File: src/verilog/led_pkg.sv
// Purpose: Shared constants for the LED brightness pulse interface.
// Assumes: 25 MHz core clock; AHB-Lite register access, word aligned.
// Notes:   Times keep their printed unit; cycle counts derive from them.
package led_pkg;

  localparam int CLK_HZ = 25_000_000;
  localparam int CODE_W = 5;
  localparam int TGT_W  = 6;

  // Step windows and timeouts, in their printed units.
  localparam int UP_MIN_NS   = 1_000;
  localparam int UP_MAX_NS   = 75_000;
  localparam int DN_MIN_NS   = 180_000;
  localparam int DN_MAX_NS   = 300_000;
  localparam int DIS_MIN_NS  = 550_000;
  localparam int SHUT_MIN_MS = 50;

  // The up-step least time rounds up; all other times round down.
  localparam int UP_MIN_CYC  = (UP_MIN_NS * 25 + 999) / 1000;
  localparam int UP_MAX_CYC  = (UP_MAX_NS / 1000) * (CLK_HZ / 1_000_000);
  localparam int DN_MIN_CYC  = (DN_MIN_NS / 1000) * (CLK_HZ / 1_000_000);
  localparam int DN_MAX_CYC  = (DN_MAX_NS / 1000) * (CLK_HZ / 1_000_000);
  localparam int DIS_MIN_CYC = (DIS_MIN_NS / 1000) * (CLK_HZ / 1_000_000);
  localparam int SHUT_CYC    = SHUT_MIN_MS * (CLK_HZ / 1000);

  // Brightness code values and the full-scale target level.
  localparam logic [CODE_W-1:0] CODE_MID = 5'h10;
  localparam logic [CODE_W-1:0] CODE_MAX = 5'h1f;
  localparam logic [CODE_W-1:0] CODE_MIN = 5'h00;
  localparam logic [TGT_W-1:0]  TGT_FULL = 6'h20;

  // Register byte offsets.
  localparam logic [7:0] CTRL_OFS   = 8'h00;
  localparam logic [7:0] STATUS_OFS = 8'h04;
  localparam logic [7:0] COUNT_OFS  = 8'h08;

  // Control register fields and reset value.
  localparam int CTRL_HOLD_OFF_BIT = 0;
  localparam int CTRL_LOCK_BIT     = 1;
  localparam logic [1:0] CTRL_RESET = 2'h0;

  // Status register field positions.
  localparam int ST_CODE_LSB = 0;
  localparam int ST_DIG_BIT  = 8;
  localparam int ST_ACT_BIT  = 9;
  localparam int ST_OVP_BIT  = 10;
  localparam int ST_UVLO_BIT = 11;
  localparam int ST_HOT_BIT  = 12;
  localparam int ST_SW_BIT   = 13;
  localparam int ST_LED_BIT  = 14;

  // Event counter field positions.
  localparam int CNT_UP_LSB  = 0;
  localparam int CNT_DN_LSB  = 8;
  localparam int CNT_IGN_LSB = 16;

  typedef enum logic [2:0] {
    STEP_NONE = 3'b001,
    STEP_UP   = 3'b010,
    STEP_DOWN = 3'b100
  } step_t;

endpackage : led_pkg

File: src/verilog/pin_sync_if.sv
// Purpose: Carries one pin from the top to its input filter and back.
// Assumes: Same clock on both sides.
// Notes:   Edge strobes are single-cycle pulses.
`timescale 1ns/1ns
interface pin_sync_if;
  logic raw;
  logic level;
  logic rise;
  logic fall;
  modport filt (input raw, output level, rise, fall);
  modport user (output raw, input level, rise, fall);
endinterface : pin_sync_if

File: src/verilog/led_pulse_ctrl.sv
// Purpose: Digital core of a boost LED driver: pulse-coded brightness,
//          enable dimming and shutdown, protection gating, AHB-Lite regs.
// Assumes: Comparator inputs carry their own analog hysteresis.
// Notes:   Registers answer with no wait states and always OKAY.
`timescale 1ns/1ns
module led_pulse_ctrl
  import led_pkg::*;
#(
  parameter int DN_MIN  = DN_MIN_CYC,
  parameter int DN_MAX  = DN_MAX_CYC,
  parameter int DIS_MIN = DIS_MIN_CYC,
  parameter int SHUT    = SHUT_CYC
) (
  // Clock and reset.
  input  wire logic              i_clk,
  input  wire logic              i_reset,
  // AHB-Lite slave.
  input  wire logic              i_hsel,
  input  wire logic [31:0]       i_haddr,
  input  wire logic [1:0]        i_htrans,
  input  wire logic              i_hwrite,
  input  wire logic [2:0]        i_hsize,
  input  wire logic [31:0]       i_hwdata,
  input  wire logic              i_hready,
  output logic      [31:0]       o_hrdata,
  output logic                   o_hreadyout,
  output logic                   o_hresp,
  // Pins and comparators.
  input  wire logic              i_brightness_program_pin,
  input  wire logic              i_enable_pin,
  input  wire logic              i_output_overvoltage_guard,
  input  wire logic              i_undervoltage,
  input  wire logic              i_over_temperature,
  // Power stage and reference.
  output logic [TGT_W-1:0]       o_feedback_target_level,
  output logic                   o_switch_gate_en,
  output logic                   o_power_switches_off,
  output logic                   o_led_current_on
);

  localparam int LOW_W  = $clog2(DIS_MIN + 1);
  localparam int SHUT_W = $clog2(SHUT + 1);
  localparam int NPIN   = 5;

  // Input filtering, one lane per asynchronous input.
  pin_sync_if pins [NPIN] ();
  logic [NPIN-1:0] raw_in;
  logic [NPIN-1:0] lvl;
  logic [NPIN-1:0] rise;

  assign raw_in = {i_over_temperature, i_undervoltage,
                   i_output_overvoltage_guard, i_enable_pin,
                   i_brightness_program_pin};

  for (genvar g = 0; g < NPIN; g++) begin : g_pin
    assign pins[g].raw = raw_in[g];
    assign lvl[g]      = pins[g].level;
    assign rise[g]     = pins[g].rise;
    pin_filter u_filt (
      .i_clk   (i_clk),
      .i_reset (i_reset),
      .pin     (pins[g])
    );
  end

  logic prog_lvl;
  logic prog_rise;
  logic en_lvl;
  logic ovp_lvl;
  logic uvlo_lvl;
  logic hot_lvl;

  assign prog_lvl  = lvl[0];
  assign prog_rise = rise[0];
  assign en_lvl    = lvl[1];
  assign ovp_lvl   = lvl[2];
  assign uvlo_lvl  = lvl[3];
  assign hot_lvl   = lvl[4];

  // Register state.
  logic [1:0]        ctrl_r;
  logic [7:0]        up_cnt_r;
  logic [7:0]        dn_cnt_r;
  logic [7:0]        ign_cnt_r;

  // Core state.
  logic              active_r;
  logic [SHUT_W-1:0] shut_cnt_r;
  logic [LOW_W-1:0]  low_cnt_r;
  logic              dig_en_r;
  logic [CODE_W-1:0] code_r;
  logic [CODE_W-1:0] code_nxt;
  step_t             step;
  logic              dis_hit;

  // Classify a finished low pulse by its width in cycles.
  function automatic step_t classify(input logic [LOW_W-1:0] w);
    if (32'(w) >= UP_MIN_CYC && 32'(w) <= UP_MAX_CYC) begin
      classify = STEP_UP;
    end else if (32'(w) >= DN_MIN && 32'(w) <= DN_MAX) begin
      classify = STEP_DOWN;
    end else begin
      classify = STEP_NONE;
    end
  endfunction : classify

  // Enable low, or hold-off set, for the full timeout shuts down; a high with hold-off clear restarts.
  always_ff @(posedge i_clk) begin
    if (i_reset) begin
      shut_cnt_r <= '0;
      active_r   <= 1'b0;
    end else if (en_lvl && !ctrl_r[CTRL_HOLD_OFF_BIT]) begin
      shut_cnt_r <= '0;
      active_r   <= 1'b1;
    end else if (32'(shut_cnt_r) >= SHUT - 1) begin
      active_r   <= 1'b0;
    end else begin
      shut_cnt_r <= shut_cnt_r + SHUT_W'(1);
    end
  end

  // Width of the current low phase, held at the disable threshold.
  always_ff @(posedge i_clk) begin
    if (i_reset) begin
      low_cnt_r <= '0;
    end else if (prog_lvl) begin
      if (!prog_rise) begin
        low_cnt_r <= '0;
      end
    end else if (32'(low_cnt_r) < DIS_MIN) begin
      low_cnt_r <= low_cnt_r + LOW_W'(1);
    end
  end

  // Low counter holds the finished width during the rise strobe.
  assign dis_hit = !prog_lvl && (32'(low_cnt_r) >= DIS_MIN);
  assign step    = (prog_rise && dig_en_r && !ctrl_r[CTRL_LOCK_BIT])
                   ? classify(low_cnt_r) : STEP_NONE;

  always_comb begin
    code_nxt = code_r;
    case (step)
      STEP_UP: begin
        if (code_r != CODE_MAX) begin
          code_nxt = code_r + CODE_W'(1);
        end
      end
      STEP_DOWN: begin
        if (code_r != CODE_MIN) begin
          code_nxt = code_r - CODE_W'(1);
        end
      end
      STEP_NONE: begin
        code_nxt = code_r;
      end
      default: begin
        code_nxt = code_r;
      end
    endcase
  end

  // Brightness mode and code; shutdown returns them to reset state.
  always_ff @(posedge i_clk) begin
    if (i_reset || !active_r) begin
      dig_en_r <= 1'b0;
      code_r   <= CODE_MID;
    end else if (dis_hit) begin
      dig_en_r <= 1'b0;
      code_r   <= CODE_MID;
    end else if (!dig_en_r && prog_lvl) begin
      dig_en_r <= 1'b1;
      code_r   <= CODE_MID;
    end else begin
      code_r   <= code_nxt;
    end
  end

  // Step statistics, saturating, for software visibility.
  always_ff @(posedge i_clk) begin
    if (i_reset) begin
      up_cnt_r  <= '0;
      dn_cnt_r  <= '0;
      ign_cnt_r <= '0;
    end else if (prog_rise && dig_en_r && active_r) begin
      if (step == STEP_UP && up_cnt_r != 8'hff) begin
        up_cnt_r <= up_cnt_r + 8'h01;
      end else if (step == STEP_DOWN && dn_cnt_r != 8'hff) begin
        dn_cnt_r <= dn_cnt_r + 8'h01;
      end else if (step == STEP_NONE && ign_cnt_r != 8'hff) begin
        ign_cnt_r <= ign_cnt_r + 8'h01;
      end
    end
  end

  // Power stage outputs, registered.
  always_ff @(posedge i_clk) begin
    if (i_reset) begin
      o_feedback_target_level <= TGT_FULL;
      o_switch_gate_en        <= 1'b0;
      o_power_switches_off    <= 1'b1;
      o_led_current_on        <= 1'b0;
    end else begin
      o_feedback_target_level <= dig_en_r ? {1'b0, code_r} : TGT_FULL;
      o_led_current_on        <= active_r && en_lvl;
      // Overvoltage only pauses pulses; clearing it restarts them.
      o_switch_gate_en        <= active_r && en_lvl && !ovp_lvl
                                 && !uvlo_lvl && !hot_lvl;
      o_power_switches_off    <= !active_r || uvlo_lvl
                                 || hot_lvl;
    end
  end

  // AHB-Lite slave: capture the address phase, act in the data phase.
  logic       dp_wr_r;
  logic [7:0] dp_ofs_r;
  logic       ap_take;
  logic [7:0] ap_ofs;
  logic [31:0] status_w;

  assign ap_take = i_hsel && i_htrans[1] && i_hready;
  assign ap_ofs  = {i_haddr[7:2], 2'b00};

  always_comb begin
    status_w = '0;
    status_w[ST_CODE_LSB +: CODE_W] = code_r;
    status_w[ST_DIG_BIT]  = dig_en_r;
    status_w[ST_ACT_BIT]  = active_r;
    status_w[ST_OVP_BIT]  = ovp_lvl;
    status_w[ST_UVLO_BIT] = uvlo_lvl;
    status_w[ST_HOT_BIT]  = hot_lvl;
    status_w[ST_SW_BIT]   = o_switch_gate_en;
    status_w[ST_LED_BIT]  = o_led_current_on;
  end

  always_ff @(posedge i_clk) begin
    if (i_reset) begin
      dp_wr_r  <= 1'b0;
      dp_ofs_r <= '0;
    end else begin
      dp_wr_r  <= ap_take && i_hwrite && (i_haddr[31:8] == 24'h0);
      dp_ofs_r <= ap_ofs;
    end
  end

  // Read data is chosen at the address phase so it stands in the data phase.
  always_ff @(posedge i_clk) begin
    if (i_reset) begin
      o_hrdata <= '0;
    end else if (ap_take && !i_hwrite && i_haddr[31:8] == 24'h0) begin
      case (ap_ofs)
        CTRL_OFS:   o_hrdata <= {30'h0, ctrl_r};
        STATUS_OFS: o_hrdata <= status_w;
        COUNT_OFS:  o_hrdata <= {8'h0, ign_cnt_r, dn_cnt_r, up_cnt_r};
        default:    o_hrdata <= '0;
      endcase
    end else begin
      o_hrdata <= '0;
    end
  end

  always_ff @(posedge i_clk) begin
    if (i_reset) begin
      ctrl_r <= CTRL_RESET;
    end else if (dp_wr_r && dp_ofs_r == CTRL_OFS) begin
      ctrl_r <= i_hwdata[1:0];
    end
  end

  assign o_hreadyout = 1'b1;
  assign o_hresp     = 1'b0;

endmodule : led_pulse_ctrl

File: src/verilog/pin_filter.sv
// Purpose: Three-stage synchroniser with agreement on the last two stages.
// Assumes: Raw pin is asynchronous to i_clk.
// Notes:   The first stage feeds only the second.
`timescale 1ns/1ns
module pin_filter
  import led_pkg::*;
(
  // Clock and reset.
  input  wire logic i_clk,
  input  wire logic i_reset,
  // Pin path.
  pin_sync_if.filt  pin
);

  logic s1_r;
  logic s2_r;
  logic s3_r;
  logic level_r;
  logic rise_r;
  logic fall_r;

  always_ff @(posedge i_clk) begin
    if (i_reset) begin
      s1_r <= 1'b0;
      s2_r <= 1'b0;
      s3_r <= 1'b0;
    end else begin
      s1_r <= pin.raw;
      s2_r <= s1_r;
      s3_r <= s2_r;
    end
  end

  // A change counts only once the last two stages agree.
  always_ff @(posedge i_clk) begin
    if (i_reset) begin
      level_r <= 1'b0;
      rise_r  <= 1'b0;
      fall_r  <= 1'b0;
    end else begin
      rise_r  <= (s2_r == s3_r) && s3_r && !level_r;
      fall_r  <= (s2_r == s3_r) && !s3_r && level_r;
      if (s2_r == s3_r) begin
        level_r <= s3_r;
      end
    end
  end

  assign pin.level = level_r;
  assign pin.rise  = rise_r;
  assign pin.fall  = fall_r;

endmodule : pin_filter

File: config.mk
export PLATFORM = sky130hd
export DESIGN_NAME = led_pulse_ctrl
export DESIGN_NICKNAME = d
export VERILOG_FILES = /design/src/verilog/led_pkg.sv /design/src/verilog/pin_sync_if.sv /design/src/verilog/led_pulse_ctrl.sv /design/src/verilog/pin_filter.sv
export SDC_FILE = /design/constraint.sdc
export NUM_CORES = 1
export LEC_CHECK = 0
export BUFFER_PORTS_ARGS = -buffer_cell sky130_fd_sc_hd__buf_2
export CORE_ASPECT_RATIO = 2
export CORE_UTILIZATION = 49
export CTS_BUF_LIST = sky130_fd_sc_hd__clkbuf_16
export CTS_CLUSTER_SIZE = 10
export DETAILED_ROUTE_END_ITERATION = 7
export PLACE_DENSITY = 0.76
export SYNTH_ARGS = -nofsm -noshare
export SYNTH_HDL_FRONTEND = slang
export SYNTH_SLANG_ARGS = --single-unit
export TNS_END_PERCENT = 5
File: constraint.sdc
create_clock -name i_clk -period 6.46 [get_ports i_clk]
set_input_delay 0.969 -clock i_clk [delete_from_list [all_inputs] [get_ports i_clk]]
set_output_delay 0.969 -clock i_clk [all_outputs]
set_load 0.02 [all_outputs]
Yosys cells after proc, flatten, opt, wreduce, memory -nomap -nowiden:

Index checks and enable logic that the tools add are counted.

* output and inout bits: 43
* bits of input ports: 79
* register bits: 139
* word-level logic and storage cells: 140

* eq/ne operators: 17
* muxes and demuxes: 13
* reductions and logical operators: 53
* $add $sub $neg: 7
* $lt $le $gt $ge: 7
* bitwise operators: 4

Operators by type and width (number)
* $pmux 24 s3: 1
* $mux 14: 3
* $add 8x1->8 const B: 3
* $logic_and 1x1->1: 24
* $logic_not 24->1: 1
* $ne 8x8->1 const B: 3
* $add 21x1->21 const B: 1
* $ge 21x21->1 const B: 1
* $logic_not 8->1: 2
* $add 14x1->14 const B: 1
* $ge 14x13->1 const B: 1
* $ge 14x14->1 const B: 1
* $ge 14x5->1 const B: 1
* $le 14x11->1 const B: 1
* $le 14x13->1 const B: 1
* $lt 14x14->1 const B: 1
* $mux 5: 2
* $pmux 5 s2: 1
* $logic_not 1->1: 9
* $mux 3: 3
* $reduce_or 2->1: 4
* $eq 6x1->1 const B: 1
* $eq 6x2->1 const B: 1
* $mux 6: 1
* 17 further kinds: 33

Depth between registers and ports, before layout:

Gate-level depths: netlist of the first run.

* word-level depth: 9
* mapped depth: 15
* gate-level depth less buffers: 13

Cells and area by module:

Synthesis of the first run repeated with hierarchy kept, for this count alone.

* cells, all modules: 668
* area, all modules: 6182.2 µm²

By module, submodules not included
* led_pulse_ctrl: area an instance 5156.2 µm², times used 1, cells each 583, sequential area each 2162.1 µm²
* pin_filter: area an instance 205.2 µm², times used 5, cells each 17, sequential area each 120.1 µm²

Least setup slack after synthesis of the first run:

No wires, ideal clock.

* path type: flip-flop to flip-flop
* start: reg low_cnt_r[9]
* end: reg code_r[4]
* cell stages (with the launch flop): 14
* setup slack: 3.492 ns
* arrival time: 2.840 ns
* buffers on the path: 2
* data required time: 6.333 ns
* period minus slack after synthesis: 2.968 ns
* setup time: 0.127 ns
* cell sequence: dfxtp_1 or4_1 a2111oi_2 o2111a_1 buf_6 buf_4 inv_2 fa_1 inv_1 a21o_1 a21oi_1 xnor2_1 a21oi_1 or3b_1

* cells in the longest elaborated chain, start to end: 8
* elaborated cells between the ends (all ways): 19
* those cells by class: 5 x order compare; 4 x eq/ne; 4 x mux; 6 x reduce/logical

Ends and longest elaborated chain
* from (decl): RTL line led_pulse_ctrl.sv:89 `logic [LOW_W-1:0] low_cnt_r;`
* from (signal assigned): RTL line led_pulse_ctrl.sv:131 `low_cnt_r <= low_cnt_r + LOW_W'(1);`
* $ge 14x13->1 / $le 14x13->1 (equally long branches): RTL line led_pulse_ctrl.sv:100 `end else if (32'(w) >= DN_MIN && 32'(w) <= DN_MAX) begin`
* $logic_and 1x1->1: RTL line led_pulse_ctrl.sv:100
* $mux 3: RTL line led_pulse_ctrl.sv:100
* $mux 3: RTL line led_pulse_ctrl.sv:98 `if (32'(w) >= UP_MIN_CYC && 32'(w) <= UP_MAX_CYC) begin`
* $mux 3: RTL line led_pulse_ctrl.sv:138 `? classify(low_cnt_r) : STEP_NONE;`
* $eq 3x3->1 / $eq 3x2->1 (equally long branches): RTL line led_pulse_ctrl.sv:142 `case (step)`
* $ne 2x2->1 (no source line) / $reduce_bool 2->1 (equally long branches)
* $reduce_and 3->1 (no source line)
* to (signal assigned): RTL line led_pulse_ctrl.sv:174 `code_r <= code_nxt;`
* to (decl): RTL line led_pulse_ctrl.sv:91 `logic [CODE_W-1:0] code_r;`

Several ways; a longest one is shown, not always the timed one.
A chain may end at the register's enable or synchronous reset.

Final worst setup path of the first run:

Ends and elaborated chain as after synthesis.

==> run metrics, run 1 <==
status=finished, final reports clean; IO Port Bufs=75; Hold Startpoint=g_pin[4].u_filt.s1_r$_SDFF_PP0_; Core Box Area=11350 um2; Total Neg Setup Slack=0 ns; number of remaining DRC errors=0; # diodes=0; final setup fails=0; Cells on Worst Hold Path=1; HP Class=register to register; fin nets=799; Cell variety after synth=60; worst path required time=6.76 ns; Die ar.=12120 um2; Setup Buffers After CTS=0; Fin. Hold Viols=0; Starting Density=50.33%; met3 wire length=437 um; GRT overflow=0; CTS tree=yes; share of cells above drive strength 1=16.13%; crit start category=register; # clock sinks=129; io pins=122; reg-to-reg critical path startpoint=low_cnt_r[9]$_SDFFE_PP0P_; Clk Latency, worst-skew pair=0.42 ns; Crit Reg-Reg Endpoint=code_r[4]$_SDFFE_PP1P_; Least-Margin Pin Slew=0.8576 ns; Post-synth EDFFs=0; CP max FO=21; drt wl/cell=15.49 um; asr flop ratio synth=0%; cell area after synthesis=5714 um2; Final min period=3.637 ns; Row Count=55; mean post-synth cell area=8.873 um2; first-pass GRT wire length=21760 um; clk buf depth=2; CP dominant cell by count=a21oi_1; H-tree lvl count=4; TritonCTS buffer count=17; met1 WL=4727 um; Crit path largest cell delay=0.79 ns; post-synthesis register bit count=129; Max Clock Skew=0.01415 ns; PwrDens=268.5 nW/um2; leak pwr=2.610 nW; pin count of the biggest net entering global routing=44; post-cts resize count=0; wire length on met2=7722 um; Total GRT Usage=22.97%; vias in the first global route=4741; Final period util=56.30%; HPWL after detailed placement=9802 um; worst rel slew slack=42.82%; post-route ant nets=0; Ys Warns=0; antenna violations before repair=0; drt first pass iters=6; pins over their slew limit=0; Reg clk slew, reported paths=0.06 ns; vias per inst=5.635; PnR Total Power=0.001793 W; post-synthesis sequential area ratio=45.19%; WHS Endpoint=g_pin[4].u_filt.s2_r$_SDFF_PP0_; Crit path arrival time=3.93 ns; max layer used=met4; slowest CP cell=o2111a_1; Routed WL=13330 um; Vias=4852; routability cong.=0.8984; Max Fclk=274.9 MHz; initial drt markers=252; path type of the worst setup path=register to register; final core utilization=58.82%; Hold-fix buffers, CTS=0; number of cells on the worst reg-to-reg path=11; die height=154.7 um; Layout Area Growth over Synthesis=16.88%; RSZ-0062 raised after global routing=no; max cap viols=0; Post-synth top flop=dfxtp_1; worst hold margin=0.4319 ns; Peak VDD IR=0.2121 mV; Setup crit end kind=register; CP Cell Sequence=or4_1 > a2111oi_2 > o2111a_1 > inv_2 > fa_1 > inv_1 > a21o_1 > a21oi_1 > xnor2_1 > a21oi_1 > or3b_1; die span in x=78.36 um; root buf cell=clkbuf_16; cell count after synthesis=644; FF-to-FF setup slack=2.82 ns
cell usage in the layout, fill, tap and decap left out, types with 4 or more instances in the layout:
cell type,netlist,layout
a211oi_1,4,4
a21oi_1,26,26
a22oi_1,11,11
a31oi_1,7,7
and2_1,23,23
and3_1,12,12
buf_2,3,75
clkbuf_16,0,17
clkinvlp_4,0,4
conb_1,2,10
dfxtp_1,129,129
ha_1,13,13
inv_1,13,13
inv_6,0,5
mux2i_1,10,10
nand2_1,42,42
nand2b_1,8,8
nand3_1,28,28
nand4_1,23,23
nor2_1,81,81
nor2b_1,30,30
nor3_1,13,13
nor4_1,10,10
nor4b_1,5,5
o211ai_1,5,5
o21ai_0,11,11
or3_1,7,7
or4_1,8,8
xnor2_1,12,12
xor2_1,24,24
cells in the mapped netlist, types with 12 or more instances:
cell type	number	area share [%]
nand4_1	23	2.5
nand2_1	42	2.8
nand3_1	28	2.5
and3_1	12	1.3
and2_1	23	2.5
clkbuf_1	24	1.6
xnor2_1	12	1.8
nor2b_1	30	3.3
a21oi_1	26	2.3
nor3_1	13	1.1
xor2_1	24	3.7
ha_1	13	2.8
inv_1	13	0.85
dfxtp_1	129	45
nor2_1	81	5.3
registers in the layout, indices dropped and copies added, names as in the netlist, 2 cells and up:
| signal | count |
|---|---|
| dn_cnt_r | 8 |
| g_pin.u_filt.pin.level | 5 |
| ctrl_r | 2 |
| dp_ofs_r | 6 |
| code_r | 5 |
| g_pin.u_filt.s1_r | 5 |
| g_pin.u_filt.s3_r | 5 |
| o_feedback_target_level | 6 |
| g_pin.u_filt.s2_r | 5 |
| shut_cnt_r | 21 |
| low_cnt_r | 14 |
| o_hrdata | 24 |
| ign_cnt_r | 8 |
| up_cnt_r | 8 |
layer usage:
layer	track usage, %	vias up
li1	-	2367
met1	21.38	2318
met2	44.07	131
met3	5.664	36
met4	12.70	0
met5	0	-
where the power goes:
group | switching [W] | leakage (nW) | internal [W]
clock | 0.000387 | 0.269 | 0.000539
sequential | 0.00000770 | 1.04 | 0.000805
combinational | 0.0000320 | 1.30 | 0.0000220
cell families after synthesis:
family	count (synthesis)	share of synthesized area, %
other	2	0.1314
flip-flops	129	45.19
AND/OR/NAND/NOR	306	28.60
AO/OA/AOI/OAI	88	10.55
adder cells (fa/ha/maj)	14	3.197
buffers and inverters	57	4.664
multiplexers	12	2.146
XOR/XNOR	36	5.518
critical path: cells and delay by family, from the launching register on:
kind | cells | cell delay [ns]
AOI/OAI and AO/OA | 5 | 1.40
xor gates and xnor gates | 1 | 0.18
adders and majority gates | 1 | 0.42
buffers and inverters | 2 | 0.15
DFF | 1 | 0.43
and+or+nand+nor | 2 | 0.92
per-stage QoR:
| step | setup slack [ns] | cell area (um2) | std cells |
|---|---|---|---|
| 2_1_floorplan | 3.492 | 5744 | 652 |
| 3_3_place_gp | 2.954 | 6106 | 829 |
| 3_5_place_dp | 2.838 | 6106 | 829 |
| 4_1_cts | 2.830 | 6679 | 861 |
| 5_1_grt | 2.657 | 6679 | 861 |
| 6_report | 2.823 | 6679 | 861 |
worst max path at each step:
stage | slack (ns) | end | cells past startpoint | start
after floorplan | 3.49 | code_r[4]$_SDFFE_PP1P_ | 13 | low_cnt_r[9]$_SDFFE_PP0P_
after global routing | 2.66 | code_r[4]$_SDFFE_PP1P_ | 11 | low_cnt_r[9]$_SDFFE_PP0P_
after CTS | 2.83 | code_r[4]$_SDFFE_PP1P_ | 11 | low_cnt_r[9]$_SDFFE_PP0P_
after global placement | 2.95 | code_r[4]$_SDFFE_PP1P_ | 9 | low_cnt_r[9]$_SDFFE_PP0P_
after detailed placement | 2.84 | code_r[4]$_SDFFE_PP1P_ | 11 | low_cnt_r[9]$_SDFFE_PP0P_
final | 2.82 | code_r[4]$_SDFFE_PP1P_ | 11 | low_cnt_r[9]$_SDFFE_PP0P_
layout make-up:
cell class	count	area, um2
fill	1011	4676
multi-input combinational	466	2895
sequential	129	2582
clock buffer	17	425.4
timing repair buffer	78	397.9
tap	142	177.7
clock inverter	15	147.6
inverter	14	52.55
(Power assumes the default switching activity.)
==> run 2: changes to the inputs <==
ABC_AREA = 1   (was unset)
PLACE_DENSITY = 0.78   (was 0.76)
clock period = 3.31 ns   (was 6.46 ns; I/O delays follow)
==> run 2 against run 1 <==
Effect of this change: hold slack worse by 0.15 ns; critical path depth is 7 higher; largest cell class unchanged; highest routed layer unchanged; largest power group unchanged; clock power is 110% higher; combinational power is 120% higher.
==> run metrics, run 2 <==
fin nets=1022 (+28%); Int Power=0.002805 W (+110%); clk buf depth=2 (unchanged); final setup margin=0.5615 ns (-2.261 ns); vias per inst=5.267 (-6.5%); Setup crit end kind=register; Ys Warns=0 (unchanged); asr flop ratio synth=0% (unchanged); Total GRT Usage=26.33% (+3.4 points); share of cells above drive strength 1=15.61% (-0.53 points); Core Box Area=12550 um2 (+11%); initial drt markers=268 (+6.3%); drt first pass iters=4 (-2); first-pass GRT wire length=26330 um (+21%); reg-to-reg critical path startpoint=low_cnt_r[0]$_SDFFE_PP0P_; max layer used=met4; root buf cell=clkbuf_16; pins over their slew limit=0 (unchanged); clock share of power=53.0% (+1.3 points); Starting Density=50.05% (-0.28 points); post-route ant nets=0 (unchanged); Cells on Worst Hold Path=3 (+2); GRT overflow=0 (unchanged); path type of the worst setup path=register to register; multi-input logic area=3188 um2 (+10%); WHS Endpoint=g_pin[0].u_filt.s1_r$_SDFF_PP0_; post-synthesis register bit count=129 (unchanged); crit start category=register; number of cells on the worst reg-to-reg path=18 (+7); routability cong.=0.9407 (+4.7%); Reg clk slew, reported paths=0.06 ns (about the same); # diodes=0 (unchanged); TritonCTS buffer count=17 (unchanged); Placement Setup Slack=0.5914 ns (-2.247 ns); Post-synth EDFFs=0 (unchanged); commonest cells in the netlist=nand2_1, dfxtp_1, nor2_1, inv_1, a21oi_1; die height=162.1 um (+4.8%); cell count after synthesis=854 (+33%); max cap viols=0 (unchanged); Row Count=58 (+5.5%); max reg flops=24 (unchanged); vias in the first global route=5944 (+25%); biggest regs=o_hrdata x24, shut_cnt_r x21, low_cnt_r x14; Least-Margin Pin Slew=0.7736 ns (-0.08402 ns); Setup Buffers After CTS=0 (unchanged); HP Class=input port to register; Total Neg Setup Slack=0 ns (unchanged); worst path required time=3.59 ns (-3.17 ns); Max Fclk=363.8 MHz (+32%); io pins=122 (unchanged); IO Port Bufs=75 (unchanged); CTS tree=yes; worst rel slew slack=48.30% (+5.5 points); Post-synth top flop=dfxtp_1; share of the synthesized area in the top cell type=41.10% (-4.1 points); Hold-fix buffers, CTS=0 (unchanged); worst hold margin=0.2836 ns (-0.1483 ns); antenna violations before repair=0 (unchanged); FF-to-FF setup slack=0.56 ns (-2.26 ns); Cell variety after synth=47 (-22%); Final min period=2.748 ns (-0.8887 ns); Reg area=2582 um2 (unchanged); final setup fails=0 (unchanged); Vias=5752 (+19%); PwrDens=493.5 nW/um2 (+84%); Hold Startpoint=i_brightness_program_pin; number of remaining DRC errors=0 (unchanged); largest cells by area after synthesis=dfxtp_1, nand2_1, a21oi_1; final core utilization=58.52% (-0.30 points); Max Clock Skew=0.01021 ns (-0.003938 ns); mean post-synth cell area=7.358 um2 (-17%); P_sw=0.0008207 W (+92%); commonest non-fill, non-tap cell in the layout=nand2_1; Crit Reg-Reg Endpoint=code_r[4]$_SDFFE_PP1P_; leak pwr=3.096 nW (+19%); PnR Total Power=0.003626 W (+100%); RSZ-0062 raised after global routing=no; pin count of the biggest net entering global routing=36 (-18%); register share of total power=43.7% (-1.6 points); post-cts resize count=0 (unchanged); CP max FO=5 (-76%); most common cell in the synthesized netlist=nand2_1; Clk Latency, worst-skew pair=0.42 ns (about the same); Fin. Hold Viols=0 (unchanged); wire length on met2=9131 um (+18%); most frequent cells in the layout=nand2_1, dfxtp_1, nor2_1; Routed WL=16030 um (+20%); Crit path arrival time=3.03 ns (-0.90 ns); Peak VDD IR=0.3746 mV (+77%); Comb power frac=3.3% (+0.3 points); Layout Area Growth over Synthesis=16.93% (about the same); Reg with most FFs=o_hrdata; cell area after synthesis=6284 um2 (+10%); H-tree lvl count=4 (unchanged); status=finished, final reports clean; drt wl/cell=14.68 um (-5.2%); met3 wire length=489 um (+12%); die span in x=82.08 um (+4.7%); met1 WL=5292 um (+12%); Final period util=83.04% (+27 points); post-synthesis sequential area ratio=41.10% (-4.1 points); FILL cells=1213 (+20%); # clock sinks=129 (unchanged); Die ar.=13310 um2 (+9.8%); HPWL after detailed placement=12160 um (+24%); sw frac=22.63% (-1.2 points); largest area contributor in the netlist=dfxtp_1
## run 2: cell types whose count changed after synthesis, moves of 9 or more
cell      previous run  this run
nand3_1             28        44
clkbuf_1            24        15
a22oi_1             11         0
nor2_1              81        99
a21oi_1             26        79
nor3_1              13        30
nand4_1             23        38
nor2b_1             30         0
and2_1              23         3
nand2_1             42       182
and3_1              12         1
mux2i_1             10         0
inv_1               13        88
## run 2: worst max path at each step
stage,start,endpoint,slack (ns),depth (start not counted)
2_1_floorplan,low_cnt_r[0]$_SDFFE_PP0P_,code_r[4]$_SDFFE_PP1P_,1.00,18
3_3_place_gp,low_cnt_r[0]$_SDFFE_PP0P_,code_r[4]$_SDFFE_PP1P_,0.66,18
3_5_place_dp,low_cnt_r[0]$_SDFFE_PP0P_,code_r[4]$_SDFFE_PP1P_,0.59,18
4_1_cts,low_cnt_r[0]$_SDFFE_PP0P_,code_r[4]$_SDFFE_PP1P_,0.56,18
5_1_grt,low_cnt_r[0]$_SDFFE_PP0P_,code_r[4]$_SDFFE_PP1P_,0.31,18
6_report,low_cnt_r[0]$_SDFFE_PP0P_,code_r[4]$_SDFFE_PP1P_,0.56,18
## run 2: cell families after synthesis
logic type / share of synthesized area (%)
DFF: 41.10
and+or+nand+nor: 32.92
other: 0.1195
xor gates and xnor gates: 5.436
AOI/OAI and AO/OA: 8.881
buffers and inverters: 8.642
adders and majority gates: 2.907
## run 2: area by class of cell
class,count,share of cell area (%)
Multi-Input combinational cell,603,43.39
Sequential cell,129,35.15
Clock buffer,17,5.790
Timing Repair Buffer,80,5.620
Inverter,98,5.007
Tap cell,150,2.554
Clock inverter,15,2.486
## run 2: power by group through the flow
stage / Combinational, W / Sequential (W) / Clock, W
2_1_floorplan: 0.0000834 / 0.00162 / 0
3_3_place_gp: 0.000117 / 0.00162 / 0
3_5_place_dp: 0.000120 / 0.00162 / 0
4_1_cts: 0.000120 / 0.00158 / 0.00194
5_1_grt: 0.000135 / 0.00159 / 0.00201
6_report: 0.000119 / 0.00158 / 0.00192
## run 2: routing by layer
metal	vias up	global-route usage [%]
met3	63	4.213
met1	2603	22.75
met4	0	21.05
met5	-	0
li1	2917	-
met2	169	49.77
## run 2: worst max-delay path: stages (launching register included)
cell	delay, ns
dfxtp_1	0.38
inv_1	0.12
ha_1	0.22
nor2_1	0.14
nor2_1	0.10
nor2_4	0.16
nor2_8	0.07
nand2_4	0.13
inv_1	0.10
ha_1	0.34
nand2_1	0.09
nor2_1	0.04
a211oi_1	0.28
nand3b_1	0.16
nand2_1	0.06
inv_1	0.06
nand2_1	0.05
nand2_1	0.05
nand3_1	0.06
## run 2: metrics by stage
step / std cells / cell area (um2)
2_1_floorplan: 862 / 6314
3_3_place_gp: 1060 / 6739
3_5_place_dp: 1060 / 6739
4_1_cts: 1092 / 7347
5_1_grt: 1092 / 7347
6_report: 1092 / 7347
==> run 3: changes to the inputs <==
ABC_AREA = 0   (was 1)
PLACE_DENSITY = 0.76   (was 0.78)
clock period = 2.7 ns   (was 3.31 ns; I/O delays follow)
==> run 3 against run 2 <==
Effect of this change: the flow now finishes with violations (negative setup slack); critical path depth fell by 8; register-to-register slack got worse by 0.59 ns; first-iteration DRC count rose by 1.9%; design area fell by 4.8%; sequential share of layout area rose by 1.8 points; die area fell by 8.9%; critical path type unchanged; critical endpoint unchanged; largest power group unchanged.
==> run metrics, run 3 (synthesis gave the netlist of run 1 again) <==
status=finished with violations; failing checks=negative setup slack; # diodes=0 (unchanged); CP max FO=3 (-2); final core utilization=61.58% (+3.1 points); crit start category=register; RSZ-0062 raised after global routing=yes; Layout Area Growth over Synthesis=22.36%; Clk Latency, worst-skew pair=0.41 ns (about the same); max cap viols=0 (unchanged); vias in the first global route=5114 (-14%); clock share of power=52.6% (-0.4 points); dpl cell area=6337 um2 (-6.0%); slowest CP cell=or4_4; max reg flops=24 (unchanged); Peak VDD IR=0.5166 mV (+38%); Reg with most FFs=o_hrdata; path type of the worst setup path=register to register; CP bufs+invs=1 (-2); number of remaining DRC errors=0 (unchanged); Die ar.=12120 um2 (-8.9%); routability cong.=0.8879 (-5.6%); Final min period=2.732 ns (-0.01607 ns); FF-to-FF setup slack=-0.03 ns (-0.59 ns); post-route ant nets=0 (unchanged); io pins=122 (unchanged); drt first pass iters=5 (+1); TritonCTS buffer count=17 (unchanged); Least-Margin Pin Slew=0.7495 ns (-0.02408 ns); Starting Density=50.33% (+0.28 points); pins over their slew limit=0 (unchanged); Reg area=2582 um2 (unchanged); number of cells on the worst reg-to-reg path=10 (-8); PwrDens=628.1 nW/um2 (+27%); Comb power frac=3.3% (about the same); Core Box Area=11350 um2 (-9.6%); CP Depth=10 (-8); antenna violations before repair=0 (unchanged); Final period util=101.2% (+18 points); final setup margin=-0.03242 ns (-0.5939 ns); pin count of the biggest net entering global routing=27 (-25%); Design Area, Final=6992 um2 (-4.8%); FILL cells=958 (-21%); Routed WL=14320 um (-11%); clk buf depth=2 (unchanged); PnR Total Power=0.004391 W (+21%); die height=154.7 um (-4.6%); root buf cell=clkbuf_16; GRT overflow=0 (unchanged); HPWL after detailed placement=10620 um (-13%); most frequent cells in the layout=dfxtp_1, nor2_1, buf_2; sw frac=23.27% (+0.64 points); vias per inst=5.701 (+8.2%); Total Neg Setup Slack=-0.03242 ns (-0.03242 ns); Crit path largest cell delay=0.54 ns (+0.16 ns); leak pwr=2.789 nW (-9.9%); die span in x=78.36 um (-4.5%); first-pass GRT wire length=22870 um (-13%); IO Port Bufs=75 (unchanged); Total GRT Usage=24.18% (-2.1 points); commonest non-fill, non-tap cell in the layout=dfxtp_1; Setup crit end kind=register; worst rel slew slack=49.65% (+1.3 points); Fin. Hold Viols=0 (unchanged); reg-to-reg critical path startpoint=low_cnt_r[6]$_SDFFE_PP0P_; CTS tree=yes; Row Count=55 (-5.2%); CP Launch Point=low_cnt_r[6]$_SDFFE_PP0P_; Int Power=0.003370 W (+20%); Max Clock Skew=0.006739 ns (-0.003473 ns); P_sw=0.001022 W (+25%); H-tree lvl count=4 (unchanged); Crit Reg-Reg Endpoint=code_r[4]$_SDFFE_PP1P_; # clock sinks=129 (unchanged); post-route insts no fill=892 (-18%); biggest regs=o_hrdata x24, shut_cnt_r x21, low_cnt_r x14; CP Cell Sequence=or4_4 > a2111oi_4 > o2111a_2 > buf_4 > ha_1 > a21o_1 > a21oi_2 > xnor2_2 > a21oi_1 > or3b_1; Max Fclk=366.0 MHz (+0.59%); register share of total power=44.1% (+0.4 points); Crit path arrival time=3.02 ns (about the same); final setup fails=1 (+1); multi-input logic area=2943 um2 (-7.7%); CP Capture Point=code_r[4]$_SDFFE_PP1P_; worst path required time=2.99 ns (-0.60 ns); share of cells above drive strength 1=20.67% (+5.1 points); initial drt markers=273 (+1.9%); fin nets=830 (-19%); Reg clk slew, reported paths=0.06 ns (about the same); drt wl/cell=16.05 um (+9.4%); Post-Place Cells=859 (-19%); Vias=5085 (-12%); HP Class=input port to register; critical path's top delay family=compound AO/OA/AOI/OAI gates
-- run 3: cell types whose count changed in the layout (fill, tap and decap cells not counted), sizes merged, moves of 20 or more --
cell	previous run	this run
a21oi	81	26
and2	3	23
buf	80	109
inv	100	20
nand2	191	42
nand3	49	29
nor2	105	81
nor2b	0	30
nor3	33	13
-- run 3: worst min-delay path by stage --
stage,slack [ns],end,from,depth (start not counted)
floorplan,0.41,g_pin[0].u_filt.s2_r$_SDFF_PP0_,g_pin[0].u_filt.s1_r$_SDFF_PP0_,1
global placement,0.42,g_pin[4].u_filt.s2_r$_SDFF_PP0_,g_pin[4].u_filt.s1_r$_SDFF_PP0_,1
detailed placement,0.43,g_pin[4].u_filt.s2_r$_SDFF_PP0_,g_pin[4].u_filt.s1_r$_SDFF_PP0_,1
CTS,0.19,g_pin[1].u_filt.s1_r$_SDFF_PP0_,i_enable_pin,2
global route,0.21,g_pin[1].u_filt.s1_r$_SDFF_PP0_,i_enable_pin,2
finish,0.20,g_pin[1].u_filt.s1_r$_SDFF_PP0_,i_enable_pin,2
-- run 3: per-stage QoR --
| step | worst slack, ns | hold slack [ns] |
|---|---|---|
| 2_1_floorplan | -0.1370 | 0.4138 |
| 6_report | -0.03242 | 0.2024 |
| 5_1_grt | -0.1125 | 0.2079 |
| 3_5_place_dp | -0.07658 | 0.4256 |
| 4_1_cts | 0.004917 | 0.1896 |
| 3_3_place_gp | -0.03264 | 0.4209 |
-- run 3: power by group through the flow --
stage          Clock, W  Sequential (W)  Combinational [W]
6_report        0.00231         0.00194           0.000145
5_1_grt         0.00241         0.00194           0.000159
4_1_cts         0.00233         0.00194           0.000144
3_5_place_dp          0         0.00198           0.000143
3_3_place_gp          0         0.00198           0.000137
2_1_floorplan         0         0.00198          0.0000912
-- run 3: layout make-up --
class / count / area share (%)
clock inverter: 15 / 2.470
tap: 142 / 2.541
inverter: 14 / 0.7516
multi-input combinational: 466 / 42.09
sequential: 129 / 36.94
timing repair buffer: 109 / 9.127
clock buffer: 17 / 6.084
-- run 3: timing repair --
| action | 4_1_cts | 5_1_grt |
|---|---|---|
| resized for setup | 2 | 6 |
| endpoints found under the setup margin | 2 | 2 |
| pin swaps | 2 | 1 |
| buffers inserted | 0 | 1 |
| hold buffers | 0 | 0 |
-- run 3: metal layers --
| metal | up-vias | share of wire (%) | GRT usage (%) |
|---|---|---|---|
| li1 | 2437 | - | - |
| met3 | 57 | 3.3 | 4.602 |
| met1 | 2430 | 35 | 22.43 |
| met4 | 0 | 4.8 | 16.49 |
| met5 | - | 0 | 0 |
| met2 | 161 | 57 | 45.99 |
